[config.mk]
export PLATFORM = sky130hd
export DESIGN_NAME = command_source_selector
export DESIGN_NICKNAME = d
export VERILOG_FILES = /design/src/cmd_select_pkg.sv /design/src/command_source_selector.sv
export SDC_FILE = /design/constraint.sdc
export NUM_CORES = 1
export LEC_CHECK = 0
export BUFFER_PORTS_ARGS = -buffer_cell sky130_fd_sc_hd__buf_2
export CAP_MARGIN = 20
export CORE_UTILIZATION = 55
export CTS_BUF_LIST = sky130_fd_sc_hd__clkbuf_4 sky130_fd_sc_hd__clkbuf_8
export DETAILED_ROUTE_END_ITERATION = 10
export HOLD_SLACK_MARGIN = 0.12
export PLACE_DENSITY = 0.8
export RECOVER_POWER = 100
export SLEW_MARGIN = 20
export SYNTH_ARGS = -nofsm -noshare
export SYNTH_HDL_FRONTEND = slang
export SYNTH_SLANG_ARGS = --single-unit
[constraint.sdc]
create_clock -name mclk_i -period 3.7 [get_ports mclk_i]
set_clock_uncertainty 0.05 [all_clocks]
set_input_delay 0.37 -clock mclk_i [delete_from_list [all_inputs] [get_ports mclk_i]]
set_output_delay 0.37 -clock mclk_i [all_outputs]
set_load 0.05 [all_outputs]
[src/cmd_select_pkg.sv]
// Package with settings encodings, widths and reset values for the command source selector
package cmd_select_pkg;

  localparam int REF_W = 16;
  localparam int TRQ_W = 16;

  // Register bus layout
  localparam int ADDR_W = 4;
  localparam logic [ADDR_W-1:0] ADDR_MODE = 4'h0;
  localparam logic [ADDR_W-1:0] ADDR_REF_SRC = 4'h1;
  localparam logic [ADDR_W-1:0] ADDR_RUN_SRC = 4'h2;
  localparam logic [ADDR_W-1:0] ADDR_RST_SRC = 4'h3;
  localparam logic [ADDR_W-1:0] ADDR_STATUS = 4'h4;
  localparam logic [ADDR_W-1:0] ADDR_REF_VAL = 4'h5;

  // Motor control mode codes
  localparam logic [2:0] MODE_SPEED = 3'h0;
  localparam logic [2:0] MODE_TORQUE = 3'h1;
  localparam logic [2:0] MODE_VOLTS_PER_HERTZ_MODULATED = 3'h2;
  localparam logic [2:0] MODE_VOLTS_PER_HERTZ_TORQUE_BASED = 3'h6;
  localparam logic [2:0] MODE_RESET = MODE_SPEED;

  // Reference and run/stop source codes
  localparam logic [1:0] SRC_TERMINAL = 2'h0;
  localparam logic [1:0] SRC_PANEL = 2'h1;
  localparam logic [1:0] SRC_COMM = 2'h2;
  localparam logic [1:0] SRC_OPTION = 2'h3;
  localparam logic [1:0] SRC_RESET = SRC_TERMINAL;

  // Reset source codes
  localparam logic [2:0] RST_TERMINAL = 3'h0;
  localparam logic [2:0] RST_PANEL = 3'h1;
  localparam logic [2:0] RST_COMM = 3'h2;
  localparam logic [2:0] RST_TERM_PANEL = 3'h3;
  localparam logic [2:0] RST_COMM_PANEL = 3'h4;
  localparam logic [2:0] RST_ALL_THREE = 3'h5;
  localparam logic [2:0] RST_OPTION = 3'h6;
  localparam logic [2:0] RST_SRC_RESET = RST_TERM_PANEL;

  // Status bit positions
  localparam int ST_RUN = 0;
  localparam int ST_FAULT = 1;
  localparam int ST_RAMP = 2;
  localparam int ST_TORQUE = 3;
  localparam int ST_SPEED_UNITS = 4;

  localparam logic [REF_W-1:0] PANEL_STEP = 16'h0001;
  localparam logic [REF_W-1:0] REF_ZERO = 16'h0000;

  // Per-source command bundle
  typedef struct packed {
    logic [REF_W-1:0] ref_val;
    logic run;
    logic stop;
    logic reset;
  } src_cmd_type;

  // Panel key bundle
  typedef struct packed {
    logic inc;
    logic dec;
    logic ref_menu;
    logic run;
    logic stop;
    logic reset;
  } panel_key_type;

  // Outgoing control bundle
  typedef struct packed {
    logic [REF_W-1:0] ref_val;
    logic ramp_en;
    logic torque_ref;
    logic speed_units;
    logic limits_en;
  } ctrl_out_type;

endpackage : cmd_select_pkg

[src/command_source_selector.sv]
// Command source selector: drive mode, reference, run/stop and fault-reset source selection
//
// Behaviour
// - Mode codes speed0 torque1 vhz2 vhz-torque6, default speed
// - Speed mode: ramped speed target, limits applied
// - Torque mode: unramped torque target, limits kept
// - Volts-per-hertz modes keep speed units
// - Reference source terminal/panel/comm/option, default terminal
// - Terminal reference from analogue inputs
// - Panel reference via keys in reference menu
// - Option reference only if board supplies one
// - Terminal-to-panel switch seeds panel reference
// - Run/stop source terminal/panel/comm/option, default terminal
// - Terminal run/stop from digital inputs
// - After fault, restart needs selected reset
// - Reset source codes zero to six, default terminal-or-panel
// - Combined reset sources are ORed
// - Option reset only if board issues resets
`timescale 1ns/1ps

module command_source_selector (
  input wire logic mclk_i, // System clock, 200 MHz
  input wire logic nrst_i, // Asynchronous reset, active low
  input wire logic [cmd_select_pkg::ADDR_W-1:0] addr_i, // Register address
  input wire logic [7:0] wdata_i, // Register write data
  input wire logic wr_i, // Write strobe
  input wire logic rd_i, // Read strobe
  output logic [15:0] rdata_o, // Read data, one cycle after rd_i
  input wire logic [cmd_select_pkg::REF_W-1:0] term_analog_i, // Terminal analogue reference
  input wire logic term_run_i, // Terminal run input (pin)
  input wire logic term_stop_i, // Terminal stop input (pin)
  input wire logic term_reset_i, // Terminal reset input (pin)
  input wire cmd_select_pkg::panel_key_type panel_i, // Panel key events, one-cycle pulses
  input wire cmd_select_pkg::src_cmd_type comm_i, // Communication commands
  input wire cmd_select_pkg::src_cmd_type option_i, // Option board commands
  input wire logic opt_ref_cap_i, // Option board can supply a reference
  input wire logic opt_rst_cap_i, // Option board can issue resets
  input wire logic fault_i, // Fault event pulse from drive
  output cmd_select_pkg::ctrl_out_type ctrl_o, // Reference and mode qualifiers
  output logic run_o, // Drive runs
  output logic fault_o // Fault latched, restart blocked
);
  import cmd_select_pkg::*;

  // ************************************************************
  // Pin synchronisers
  // ************************************************************
  logic [2:0] pin_meta_q;
  logic [2:0] pin_sync_q;
  logic [REF_W-1:0] ana_meta_q;
  logic [REF_W-1:0] ana_sync_q;

  always_ff @(posedge mclk_i or negedge nrst_i) begin
    if (!nrst_i) begin
      pin_meta_q <= 3'h0;
      pin_sync_q <= 3'h0;
      ana_meta_q <= REF_ZERO;
      ana_sync_q <= REF_ZERO;
    end else begin
      pin_meta_q <= {term_reset_i, term_stop_i, term_run_i};
      pin_sync_q <= pin_meta_q;
      ana_meta_q <= term_analog_i;
      ana_sync_q <= ana_meta_q;
    end
  end

  // ************************************************************
  // Settings registers
  // ************************************************************
  logic [2:0] mode_q;
  logic [1:0] ref_src_q;
  logic [1:0] run_src_q;
  logic [2:0] rst_src_q;

  function automatic logic legal_mode(input logic [2:0] m);
    legal_mode = (m == MODE_SPEED) || (m == MODE_TORQUE) ||
                 (m == MODE_VOLTS_PER_HERTZ_MODULATED) || (m == MODE_VOLTS_PER_HERTZ_TORQUE_BASED);
  endfunction : legal_mode

  always_ff @(posedge mclk_i or negedge nrst_i) begin
    if (!nrst_i) begin
      mode_q <= MODE_RESET;
    end else if (wr_i && addr_i == ADDR_MODE && legal_mode(wdata_i[2:0])) begin
      mode_q <= wdata_i[2:0];
    end
  end

  always_ff @(posedge mclk_i or negedge nrst_i) begin
    if (!nrst_i) begin
      ref_src_q <= SRC_RESET;
    end else if (wr_i && addr_i == ADDR_REF_SRC) begin
      if (wdata_i[1:0] != SRC_OPTION || opt_ref_cap_i) begin
        ref_src_q <= wdata_i[1:0];
      end
    end
  end

  always_ff @(posedge mclk_i or negedge nrst_i) begin
    if (!nrst_i) begin
      run_src_q <= SRC_RESET;
    end else if (wr_i && addr_i == ADDR_RUN_SRC) begin
      run_src_q <= wdata_i[1:0];
    end
  end

  always_ff @(posedge mclk_i or negedge nrst_i) begin
    if (!nrst_i) begin
      rst_src_q <= RST_SRC_RESET;
    end else if (wr_i && addr_i == ADDR_RST_SRC && wdata_i[2:0] <= RST_OPTION) begin
      if (wdata_i[2:0] != RST_OPTION || opt_rst_cap_i) begin
        rst_src_q <= wdata_i[2:0];
      end
    end
  end

  // ************************************************************
  // Reference selection
  // ************************************************************
  logic [REF_W-1:0] panel_ref_q;
  logic [REF_W-1:0] ref_sel;
  logic term_to_panel;

  assign term_to_panel = wr_i && addr_i == ADDR_REF_SRC && ref_src_q == SRC_TERMINAL &&
                         wdata_i[1:0] == SRC_PANEL;

  always_ff @(posedge mclk_i or negedge nrst_i) begin
    if (!nrst_i) begin
      panel_ref_q <= REF_ZERO;
    end else if (term_to_panel) begin
      panel_ref_q <= ana_sync_q;
    end else if (ref_src_q == SRC_PANEL && panel_i.ref_menu) begin
      if (panel_i.inc && !panel_i.dec && panel_ref_q != {REF_W{1'b1}}) begin
        panel_ref_q <= panel_ref_q + PANEL_STEP;
      end else if (panel_i.dec && !panel_i.inc && panel_ref_q != REF_ZERO) begin
        panel_ref_q <= panel_ref_q - PANEL_STEP;
      end
    end
  end

  always_comb begin
    unique case (ref_src_q)
      SRC_TERMINAL: ref_sel = ana_sync_q;
      SRC_PANEL: ref_sel = panel_ref_q;
      SRC_COMM: ref_sel = comm_i.ref_val;
      SRC_OPTION: ref_sel = option_i.ref_val;
    endcase
  end

  always_ff @(posedge mclk_i or negedge nrst_i) begin
    if (!nrst_i) begin
      ctrl_o <= '0;
    end else begin
      ctrl_o.ref_val <= ref_sel;
      ctrl_o.ramp_en <= (mode_q != MODE_TORQUE);
      ctrl_o.torque_ref <= (mode_q == MODE_TORQUE);
      ctrl_o.speed_units <= (mode_q != MODE_TORQUE);
      ctrl_o.limits_en <= 1'b1;
    end
  end

  // ************************************************************
  // Run/stop and fault reset
  // ************************************************************
  logic run_req;
  logic stop_req;
  logic rst_req;

  always_comb begin
    unique case (run_src_q)
      SRC_TERMINAL: begin
        run_req = pin_sync_q[0];
        stop_req = pin_sync_q[1];
      end
      SRC_PANEL: begin
        run_req = panel_i.run;
        stop_req = panel_i.stop;
      end
      SRC_COMM: begin
        run_req = comm_i.run;
        stop_req = comm_i.stop;
      end
      SRC_OPTION: begin
        run_req = option_i.run;
        stop_req = option_i.stop;
      end
    endcase
  end

  always_comb begin
    unique case (rst_src_q)
      RST_TERMINAL: rst_req = pin_sync_q[2];
      RST_PANEL: rst_req = panel_i.reset;
      RST_COMM: rst_req = comm_i.reset;
      RST_TERM_PANEL: rst_req = pin_sync_q[2] | panel_i.reset;
      RST_COMM_PANEL: rst_req = comm_i.reset | panel_i.reset;
      RST_ALL_THREE: rst_req = pin_sync_q[2] | panel_i.reset | comm_i.reset;
      RST_OPTION: rst_req = option_i.reset;
      default: rst_req = 1'b0;
    endcase
  end

  always_ff @(posedge mclk_i or negedge nrst_i) begin
    if (!nrst_i) begin
      fault_o <= 1'b0;
    end else if (fault_i) begin
      fault_o <= 1'b1; // Set wins over a same-cycle reset
    end else if (rst_req) begin
      fault_o <= 1'b0;
    end
  end

  always_ff @(posedge mclk_i or negedge nrst_i) begin
    if (!nrst_i) begin
      run_o <= 1'b0;
    end else if (fault_i || fault_o || stop_req) begin
      run_o <= 1'b0;
    end else if (run_req) begin
      run_o <= 1'b1;
    end
  end

  // ************************************************************
  // Register read port
  // ************************************************************
  always_ff @(posedge mclk_i or negedge nrst_i) begin
    if (!nrst_i) begin
      rdata_o <= 16'h0000;
    end else if (rd_i) begin
      unique case (addr_i)
        ADDR_MODE: rdata_o <= {13'h0000, mode_q};
        ADDR_REF_SRC: rdata_o <= {14'h0000, ref_src_q};
        ADDR_RUN_SRC: rdata_o <= {14'h0000, run_src_q};
        ADDR_RST_SRC: rdata_o <= {13'h0000, rst_src_q};
        ADDR_STATUS: rdata_o <= {11'h000, ctrl_o.speed_units, ctrl_o.torque_ref, ctrl_o.ramp_en, fault_o, run_o};
        ADDR_REF_VAL: rdata_o <= ctrl_o.ref_val;
        default: rdata_o <= 16'h0000;
      endcase
    end else begin
      rdata_o <= 16'h0000;
    end
  end

endmodule : command_source_selector

==> flow_summary.json, run 1 <==
{
  "cts_tree": "yes",
  "final_area_sq_um": 5730,
  "async_flop_share": 1.00,
  "cp_slowest_cell": "o41ai_4",
  "finalSetupTns_ps": 0,
  "post_cts_buffers": 0,
  "cp_max_fo": 9,
  "fin_crit_sh": 0.929,
  "slowest_delay_ps": 690,
  "fin_crit_ps": 3440,
  "crit_chain": "nand4_1 -> o41ai_4 -> inv_1 -> fa_1 -> nor2b_1 -> o31ai_1 -> a21oi_1 -> o21a_1 -> nor3_1 -> a221o_1",
  "mostFrequentLayoutCells": "dfrtp_1, buf_2, clkbuf_1",
  "synth_seq_cells": 101,
  "yosysTopAreaCell": "dfrtp_1",
  "drive_gt1_frac": 0.257,
  "antenna_found_initial": 0,
  "ir_worst_vdd_v": 0.000304,
  "hold_viol_final": 0,
  "setup_ws_ps": 264,
  "worst_pin_slew_ps": 1870,
  "die_width_um": 95.5,
  "hold_path.class": "input port to register",
  "placed_cell_area_sq_um": 5450,
  "worstSetupStartpointType": "register",
  "clk_pin_slew_ps": 100,
  "synth-edff-count": 0,
  "synth.area.top_cells": "dfrtp_1, mux4_2, ha_1",
  "drv_slew": 36,
  "grt_overflow_total": 0,
  "fin_nets": 620,
  "outcome": "finished, violations left",
  "dp_slack_ps": 473,
  "start_util": 0.577,
  "io_pins": 120,
  "critPathRequiredTime_ps": 3910,
  "io_buffers": 114,
  "via_per_inst": 5.79,
  "end_kind": "register",
  "synthesis.nets": 484,
  "vias": 3652,
  "power.density_nw_per_um2": 665,
  "first_pass_iters": 4,
  "grt_use_total": 0.262,
  "htreeDepth": 3,
  "whs_ps": 225,
  "final_common_cell": "dfrtp_1",
  "dpl.hpwl_um": 8130,
  "drt_iter0_markers": 158,
  "hold_depth": 4,
  "area_delta_synth_final_pct": 19.2,
  "routabilityCongestion": 0.862,
  "max_cap_viol_count": 1,
  "worstPathArrival_ps": 3650,
  "antenna_left": 0,
  "fmax_ghz": 0.291,
  "dieArea_sq_um": 9120,
  "violations": "max-capacitance violations, max-slew violations",
  "finalSetupViolCount": 0,
  "synth_seq_area_share": 0.526,
  "yosysTopAreaCellShare": 0.515,
  "finalWirelength_um": 11200,
  "rsz0062_at_grt": "no",
  "num_antenna_cells": 0,
  "cts_buffers": 9,
  "die_h_um": 95.5,
  "hold_buffers": 20,
  "syn_area_per_cell_sq_um": 12.5,
  "numClockSinks": 101,
  "ys.flop_type": "dfrtp_1",
  "clockBufferDepth": 2,
  "power.leakage_nw": 2.56,
  "grt_max_degree": 36,
  "drc": 0,
  "yosysWarnings": 0,
  "yosysUniqueCellTypes": 67,
  "rows": 33,
  "postCtsResizedCells": 0,
  "r2r_cells": 10,
  "syn_area_sq_um": 4810,
  "clk_latency_ps": 370,
  "slew_headroom": -0.248,
  "clock-root-buffer": "clkbuf_8",
  "grt_pass1_wl_um": 17600,
  "final_util": 0.687,
  "wire_per_inst_um": 17.7,
  "syn_inst": 385,
  "first_global_vias": 3637,
  "core_area_sq_um": 8340,
  "path_class": "register to register"
}
## flip-flops by register name (all words and copies together) (netlist names)
name	count
ana_meta_q	16
ana_sync_q	16
ctrl_o	19
fault_o	1
mode_q	3
panel_ref_q	16
pin_meta_q	3
pin_sync_q	3
rdata_o	16
ref_src_q	2
rst_src_q	3
run_o	1
run_src_q	2
## worst max-delay path, delay by kind of cell, from the launching register on
kind,cells,cell delay [ps]
buffers and inverters,1,270
AOI/OAI and AO/OA,5,1550
DFF,1,520
and+or+nand+nor,3,480
adders and majority gates,1,460
## per-layer routing
metal | share of wire | GRT usage | up-vias
met5 | 0 | 0 | -
met4 | 0.024 | 0.117 | 0
met3 | 0.051 | 0.0439 | 26
met2 | 0.49 | 0.432 | 131
met1 | 0.43 | 0.339 | 1796
li1 | - | - | 1699
## cells in the mapped netlist, types with 2 or more instances
cell type	count
and3_1	2
nor3b_1	3
nand2b_1	4
nor3_1	7
nand2_1	17
a211oi_1	4
nand4_1	3
nand3_1	7
nand3b_1	2
a21o_1	3
o21ai_2	7
a222oi_1	2
xnor2_1	8
mux4_1	2
buf_8	2
o31ai_1	3
mux4_2	14
dfrtp_1	99
mux2_2	5
nor4_1	4
a22o_1	4
nor2_1	27
o22a_1	2
mux2i_1	7
o21a_1	2
o21ai_0	21
a21oi_2	2
ha_1	16
xor2_1	4
o22ai_1	3
a22oi_1	2
o211ai_1	2
dfstp_2	2
a21oi_1	16
or2_2	2
clkbuf_1	7
inv_1	10
a221o_1	4
buf_2	2
a211o_1	2
a22oi_2	7
nor2b_1	6
and2_1	13
## per-stage QoR
stage                     power, mW  cells
final                          3.81    631
after global routing           4.05    631
after global placement         3.14    594
after CTS                      3.86    630
after floorplan                2.76    385
after detailed placement       3.17    594
## where the power goes
part,internal [mW],leakage [nW],total [mW],switching [mW]
sequential,1.30,1.22,1.56,0.258
combinational,0.629,1.26,1.58,0.948
clock,0.261,0.0914,0.675,0.414
## final timing paths
check / from / end / slack (ps)
min: wr_i / rst_src_q[1] / 220
min in group asynchronous: nrst_i / panel_ref_q[13] / 1000
min reg2reg: ana_meta_q[0] / ana_sync_q[0] / 310
max in group asynchronous: nrst_i / rdata_o[3] / 950
max: panel_ref_q[9] / panel_ref_q[10] / 260
max reg2reg: panel_ref_q[9] / panel_ref_q[10] / 260
## logic make-up after synthesis
logic type,Yosys count,share of synthesized area
compound gates,97,0.159
xor+xnor,12,0.0219
fa+ha+maj,17,0.0458
buf+inv,27,0.0330
flops,101,0.526
mux,28,0.103
other cells,1,0.000780
simple gates,102,0.111
## layout make-up
| cell class | instances | area (sq um) |
|---|---|---|
| clock inverter | 7 | 66.3 |
| sequential | 101 | 2530 |
| timing repair buffer | 141 | 764 |
| tap | 105 | 131 |
| multi-input combinational | 257 | 2080 |
| fill | 646 | 2610 |
| inverter | 11 | 41.3 |
| clock buffer | 9 | 124 |
No activity file was read; power rests on OpenSTA's default activity.
==> run 2, diff against run 1 <==
CORE_ASPECT_RATIO = 0.5   (was default)
==> run 2 against run 1 <==
Compared with the run above:
- the run still ends with max-capacitance violations, max-slew violations left
- fmax grew 3.2%
- die area up 0.25%
- total power down 0.75%
==> flow_summary.json, run 2 (same netlist as run 1, synthesis figures left out) <==
{
  "outcome": "finished, violations left",
  "violations": "max-capacitance violations, max-slew violations",
  "max_cap_viol_count": 1,
  "hold_depth": 4,
  "fin_nets": 620,
  "routabilityCongestion": 0.878,
  "whs_ps": 236,
  "cts_tree": "yes",
  "hold_buffers": 21,
  "finalSetupTns_ps": 0,
  "fin_crit_sh": 0.900,
  "worst_pin_slew_ps": 1970,
  "clockBufferDepth": 2,
  "hold_viol_final": 0,
  "dpl.hpwl_um": 7840,
  "grt_pass1_wl_um": 16600,
  "slew_headroom": -0.316,
  "use_met2": 0.430,
  "end_kind": "register",
  "via_per_inst": 5.57,
  "first_global_vias": 3395,
  "worstPathArrival_ps": 3580,
  "critPathRequiredTime_ps": 3950,
  "grt_overflow_total": 0,
  "first_pass_iters": 5,
  "drive_gt1_frac": 0.259,
  "clock-root-buffer": "clkbuf_8",
  "met3_usage": 0.0607,
  "antenna_found_initial": 0,
  "wire_per_inst_um": 16.7,
  "antenna_left": 0,
  "rrSetupSlack_ps": 370,
  "die_width_um": 134,
  "htreeDepth": 3,
  "hold_path.class": "input port to register",
  "path_class": "register to register",
  "clk_pin_slew_ps": 100,
  "hold_path.startpoint": "wr_i",
  "core_area_sq_um": 8230,
  "power.leakage_nw": 2.56,
  "finalWirelength_um": 10700,
  "grtUsageMet1": 0.321,
  "worstSetupStartpoint": "panel_ref_q[1]",
  "grt_max_degree": 39,
  "rows": 23,
  "ir_worst_vdd_v": 0.000296,
  "cp_max_fo": 10,
  "hold_path_end": "rst_src_q[1]",
  "mostFrequentLayoutCells": "dfrtp_1, buf_2, clkbuf_1",
  "drv_slew": 39,
  "post_cts_buffers": 0,
  "postCtsResizedCells": 0,
  "num_antenna_cells": 0,
  "setup_ws_ps": 372,
  "seqPwrFrac": 0.411,
  "r2r_cells": 9,
  "grt-busiest-layer": "met2",
  "rsz0062_at_grt": "no",
  "dp_slack_ps": 466,
  "dieArea_sq_um": 9140,
  "p_clk_frac": 0.171,
  "drc": 0,
  "top_register": "ctrl_o",
  "die_h_um": 68.1,
  "drt_iter0_markers": 242,
  "clk_latency_ps": 370,
  "worstSetupStartpointType": "register",
  "io_buffers": 114,
  "switchingPower_mw": 1.57,
  "cts_buffers": 9,
  "area_delta_synth_final_pct": 19.3,
  "p_sw_frac": 0.416,
  "p_int_mw": 2.21,
  "final_common_cell": "dfrtp_1",
  "final_cells": 638,
  "power.density_nw_per_um2": 659,
  "finalSetupViolCount": 0,
  "largest_reg_flops": 19,
  "place_inst": 601,
  "vias": 3552,
  "r2r_start": "panel_ref_q[1]",
  "fmax_ghz": 0.300,
  "power_mw": 3.78,
  "start_util": 0.584,
  "numClockSinks": 101,
  "comb_power_share": 0.419,
  "rr_endpoint": "panel_ref_q[12]",
  "grt_use_total": 0.248,
  "fin_crit_ps": 3330,
  "io_pins": 120
}
-- run 2: through the flow --
step	utilization	area, sq um
after floorplan	-	4810
after global placement	0.663	5450
after detailed placement	0.663	5450
after CTS	0.710	5840
after global routing	0.697	5740
final	0.697	5740
-- run 2: how the worst max path moves through the flow --
stage	to	slack [ps]	cells after the start
after floorplan	panel_ref_q[12]	640	9
after global placement	panel_ref_q[12]	480	9
after detailed placement	panel_ref_q[12]	470	9
after CTS	panel_ref_q[12]	440	9
after global routing	panel_ref_q[14]	100	5
final	panel_ref_q[12]	370	9
-- run 2: power groups by stage --
stage,combinational [mW],sequential [mW],clock [mW]
2_1_floorplan,1.01,1.75,0
3_3_place_gp,1.56,1.56,0
3_5_place_dp,1.59,1.57,0
4_1_cts,1.62,1.55,0.664
5_1_grt,1.73,1.58,0.711
6_report,1.58,1.55,0.645
-- run 2: worst max-delay path, cell delays in order, from the launching register on --
cell	delay, ps
dfrtp_1	470
nand4_1	180
o41ai_4	720
ha_1	410
nor2b_1	160
o31ai_1	330
a21oi_1	170
o21a_1	220
or4_1	460
nand3_1	90
-- run 2: area by class of cell --
cell class	count	area, sq um
Multi-Input combinational cell	257	2080
Clock inverter	4	33.8
Clock buffer	12	146
Fill cell	642	2490
Tap cell	112	140
Sequential cell	101	2530
Inverter	11	41.3
Timing Repair Buffer	141	763
-- run 2: layer usage --
layer / up-vias / wire length [um]
li1: 1698 / -
met1: 1726 / 4660
met2: 121 / 5230
met3: 7 / 719
met4: 0 / 68
met5: - / 0
==> run 3, diff against run 2 <==
--- a/config.mk
+++ b/config.mk
@@ -13,3 +13,2 @@
 export DETAILED_ROUTE_END_ITERATION = 10
-export HOLD_SLACK_MARGIN = 0.12
 export PLACE_DENSITY = 0.8
==> constraint.sdc (replaced) <==
create_clock -name mclk_i -period 3.7 [get_ports mclk_i]
set_clock_uncertainty 0.05 [all_clocks]
set_input_delay 0.555 -clock mclk_i [delete_from_list [all_inputs] [get_ports mclk_i]]
set_output_delay 0.555 -clock mclk_i [all_outputs]
set_load 0.05 [all_outputs]
==> run 3 against run 2 <==
Compared with the run above:
- the flow still finishes with violations (max-capacitance violations, max-slew violations)
- sequential cell count is the same
- die area is the same
- global-route usage shrank 0.26 points
- critical path type unchanged
- largest power group unchanged
==> flow_summary.json, run 3 (same netlist as run 1, synthesis figures left out) <==
{
  "outcome": "finished, violations left",
  "violations": "max-capacitance violations, max-slew violations",
  "finalSetupTns_ps": 0,
  "ir_worst_vdd_v": 0.000255,
  "clk_latency_ps": 380,
  "via_per_inst": 5.72,
  "fin_crit_sh": 0.871,
  "clockBufferDepth": 2,
  "whs_ps": 227,
  "finalSetupViolCount": 0,
  "power.leakage_nw": 2.47,
  "power.density_nw_per_um2": 680,
  "hold_path.startpoint": "term_analog_i[2]",
  "critPathRequiredTime_ps": 3890,
  "final_common_cell": "dfrtp_1",
  "area_delta_synth_final_pct": 14.9,
  "p_sw_frac": 0.420,
  "num_antenna_cells": 0,
  "rows": 23,
  "wire_per_inst_um": 17.2,
  "antenna_found_initial": 0,
  "dpl.hpwl_um": 7830,
  "grt_max_degree": 74,
  "path_class": "register to register",
  "cts_tree": "yes",
  "finalWirelength_um": 10600,
  "hold_depth": 1,
  "clock-root-buffer": "clkbuf_8",
  "routabilityCongestion": 0.927,
  "worstSetupStartpointType": "register",
  "grt_pass1_wl_um": 16400,
  "worstPathArrival_ps": 3420,
  "first_global_vias": 3385,
  "dieArea_sq_um": 9140,
  "antenna_left": 0,
  "post_cts_buffers": 0,
  "r2r_start": "panel_ref_q[5]",
  "hold_path.class": "input port to register",
  "hold_path_end": "ana_meta_q[2]",
  "p_clk_frac": 0.170,
  "hold_buffers": 0,
  "power_mw": 3.76,
  "clk_pin_slew_ps": 90,
  "numClockSinks": 101,
  "drive_gt1_frac": 0.264,
  "grt_use_total": 0.246,
  "worst_pin_slew_ps": 1810,
  "rrSetupSlack_ps": 480,
  "switchingPower_mw": 1.58,
  "htreeDepth": 3,
  "seqPwrFrac": 0.413,
  "core_area_sq_um": 8230,
  "fmax_ghz": 0.310,
  "placed_cell_area_sq_um": 5450,
  "io_buffers": 114,
  "drt_iter0_markers": 223,
  "postCtsResizedCells": 0,
  "die_h_um": 68.1,
  "rr_endpoint": "panel_ref_q[15]",
  "largest_reg_flops": 19,
  "fin_nets": 599,
  "first_pass_iters": 4,
  "die_width_um": 134,
  "start_util": 0.584,
  "r2r_cells": 9,
  "slew_headroom": -0.203,
  "final_area_sq_um": 5520,
  "grt_overflow_total": 0,
  "cts_buffers": 9,
  "cp_max_fo": 8,
  "drc": 0,
  "hold_viol_final": 0,
  "drv_slew": 74,
  "comb_power_share": 0.417,
  "p_int_mw": 2.18,
  "rsz0062_at_grt": "no",
  "vias": 3521,
  "max_cap_viol_count": 1,
  "end_kind": "register",
  "io_pins": 120,
  "fin_crit_ps": 3220,
  "mostFrequentLayoutCells": "dfrtp_1, buf_2, clkbuf_1",
  "top_register": "ctrl_o"
}
==> run 3: metrics by stage <==
stage	util	std cells	worst slack, ps
floorplan	-	385	643
global placement	0.663	601	641
detailed placement	0.663	601	544
CTS	0.684	616	525
global route	0.671	616	192
finish	0.671	616	479
==> run 3: worst max-delay path by stage <==
| stage | endpoint | startpoint | slack (ps) | cells after the start |
|---|---|---|---|---|
| floorplan | panel_ref_q[12] | panel_ref_q[9] | 640 | 9 |
| global placement | panel_ref_q[12] | panel_ref_q[9] | 640 | 9 |
| detailed placement | panel_ref_q[12] | panel_ref_q[9] | 540 | 9 |
| CTS | panel_ref_q[12] | panel_ref_q[9] | 520 | 9 |
| global route | panel_ref_q[14] | ref_src_q[0] | 190 | 5 |
| finish | panel_ref_q[15] | panel_ref_q[5] | 480 | 9 |
==> run 3: critical path: stages, from the launching register on <==
cell and delay [ps]:
dfrtp_1 470, nand4_1 190, o41ai_4 630, ha_1 410, a211oi_1 270, nor2_1 110, o41ai_1 420, o221ai_1 250
xnor2_1 230, o21ai_2 70
==> run 3: power by group through the flow <==
| stage | clock network, mW | logic [mW] | registers (mW) |
|---|---|---|---|
| floorplan | 0 | 1.01 | 1.75 |
| global route | 0.702 | 1.70 | 1.58 |
| global placement | 0 | 1.56 | 1.56 |
| detailed placement | 0 | 1.59 | 1.57 |
| CTS | 0.656 | 1.60 | 1.55 |
| finish | 0.639 | 1.57 | 1.55 |
==> run 3: final cells by class <==
type / instances / area (sq um)
inverter: 11 / 41.3
tap: 112 / 140
timing repair buffer: 120 / 556
clock buffer: 10 / 138
multi-input combinational: 257 / 2080
fill: 666 / 2710
sequential: 101 / 2530
clock inverter: 5 / 35.0
==> run 3: per-layer routing <==
metal | part of all wire | vias up | track usage
met2 | 0.48 | 108 | 0.402
met3 | 0.058 | 20 | 0.0556
met5 | 0 | - | 0
li1 | - | 1658 | -
met1 | 0.44 | 1735 | 0.318
met4 | 0.022 | 0 | 0.125
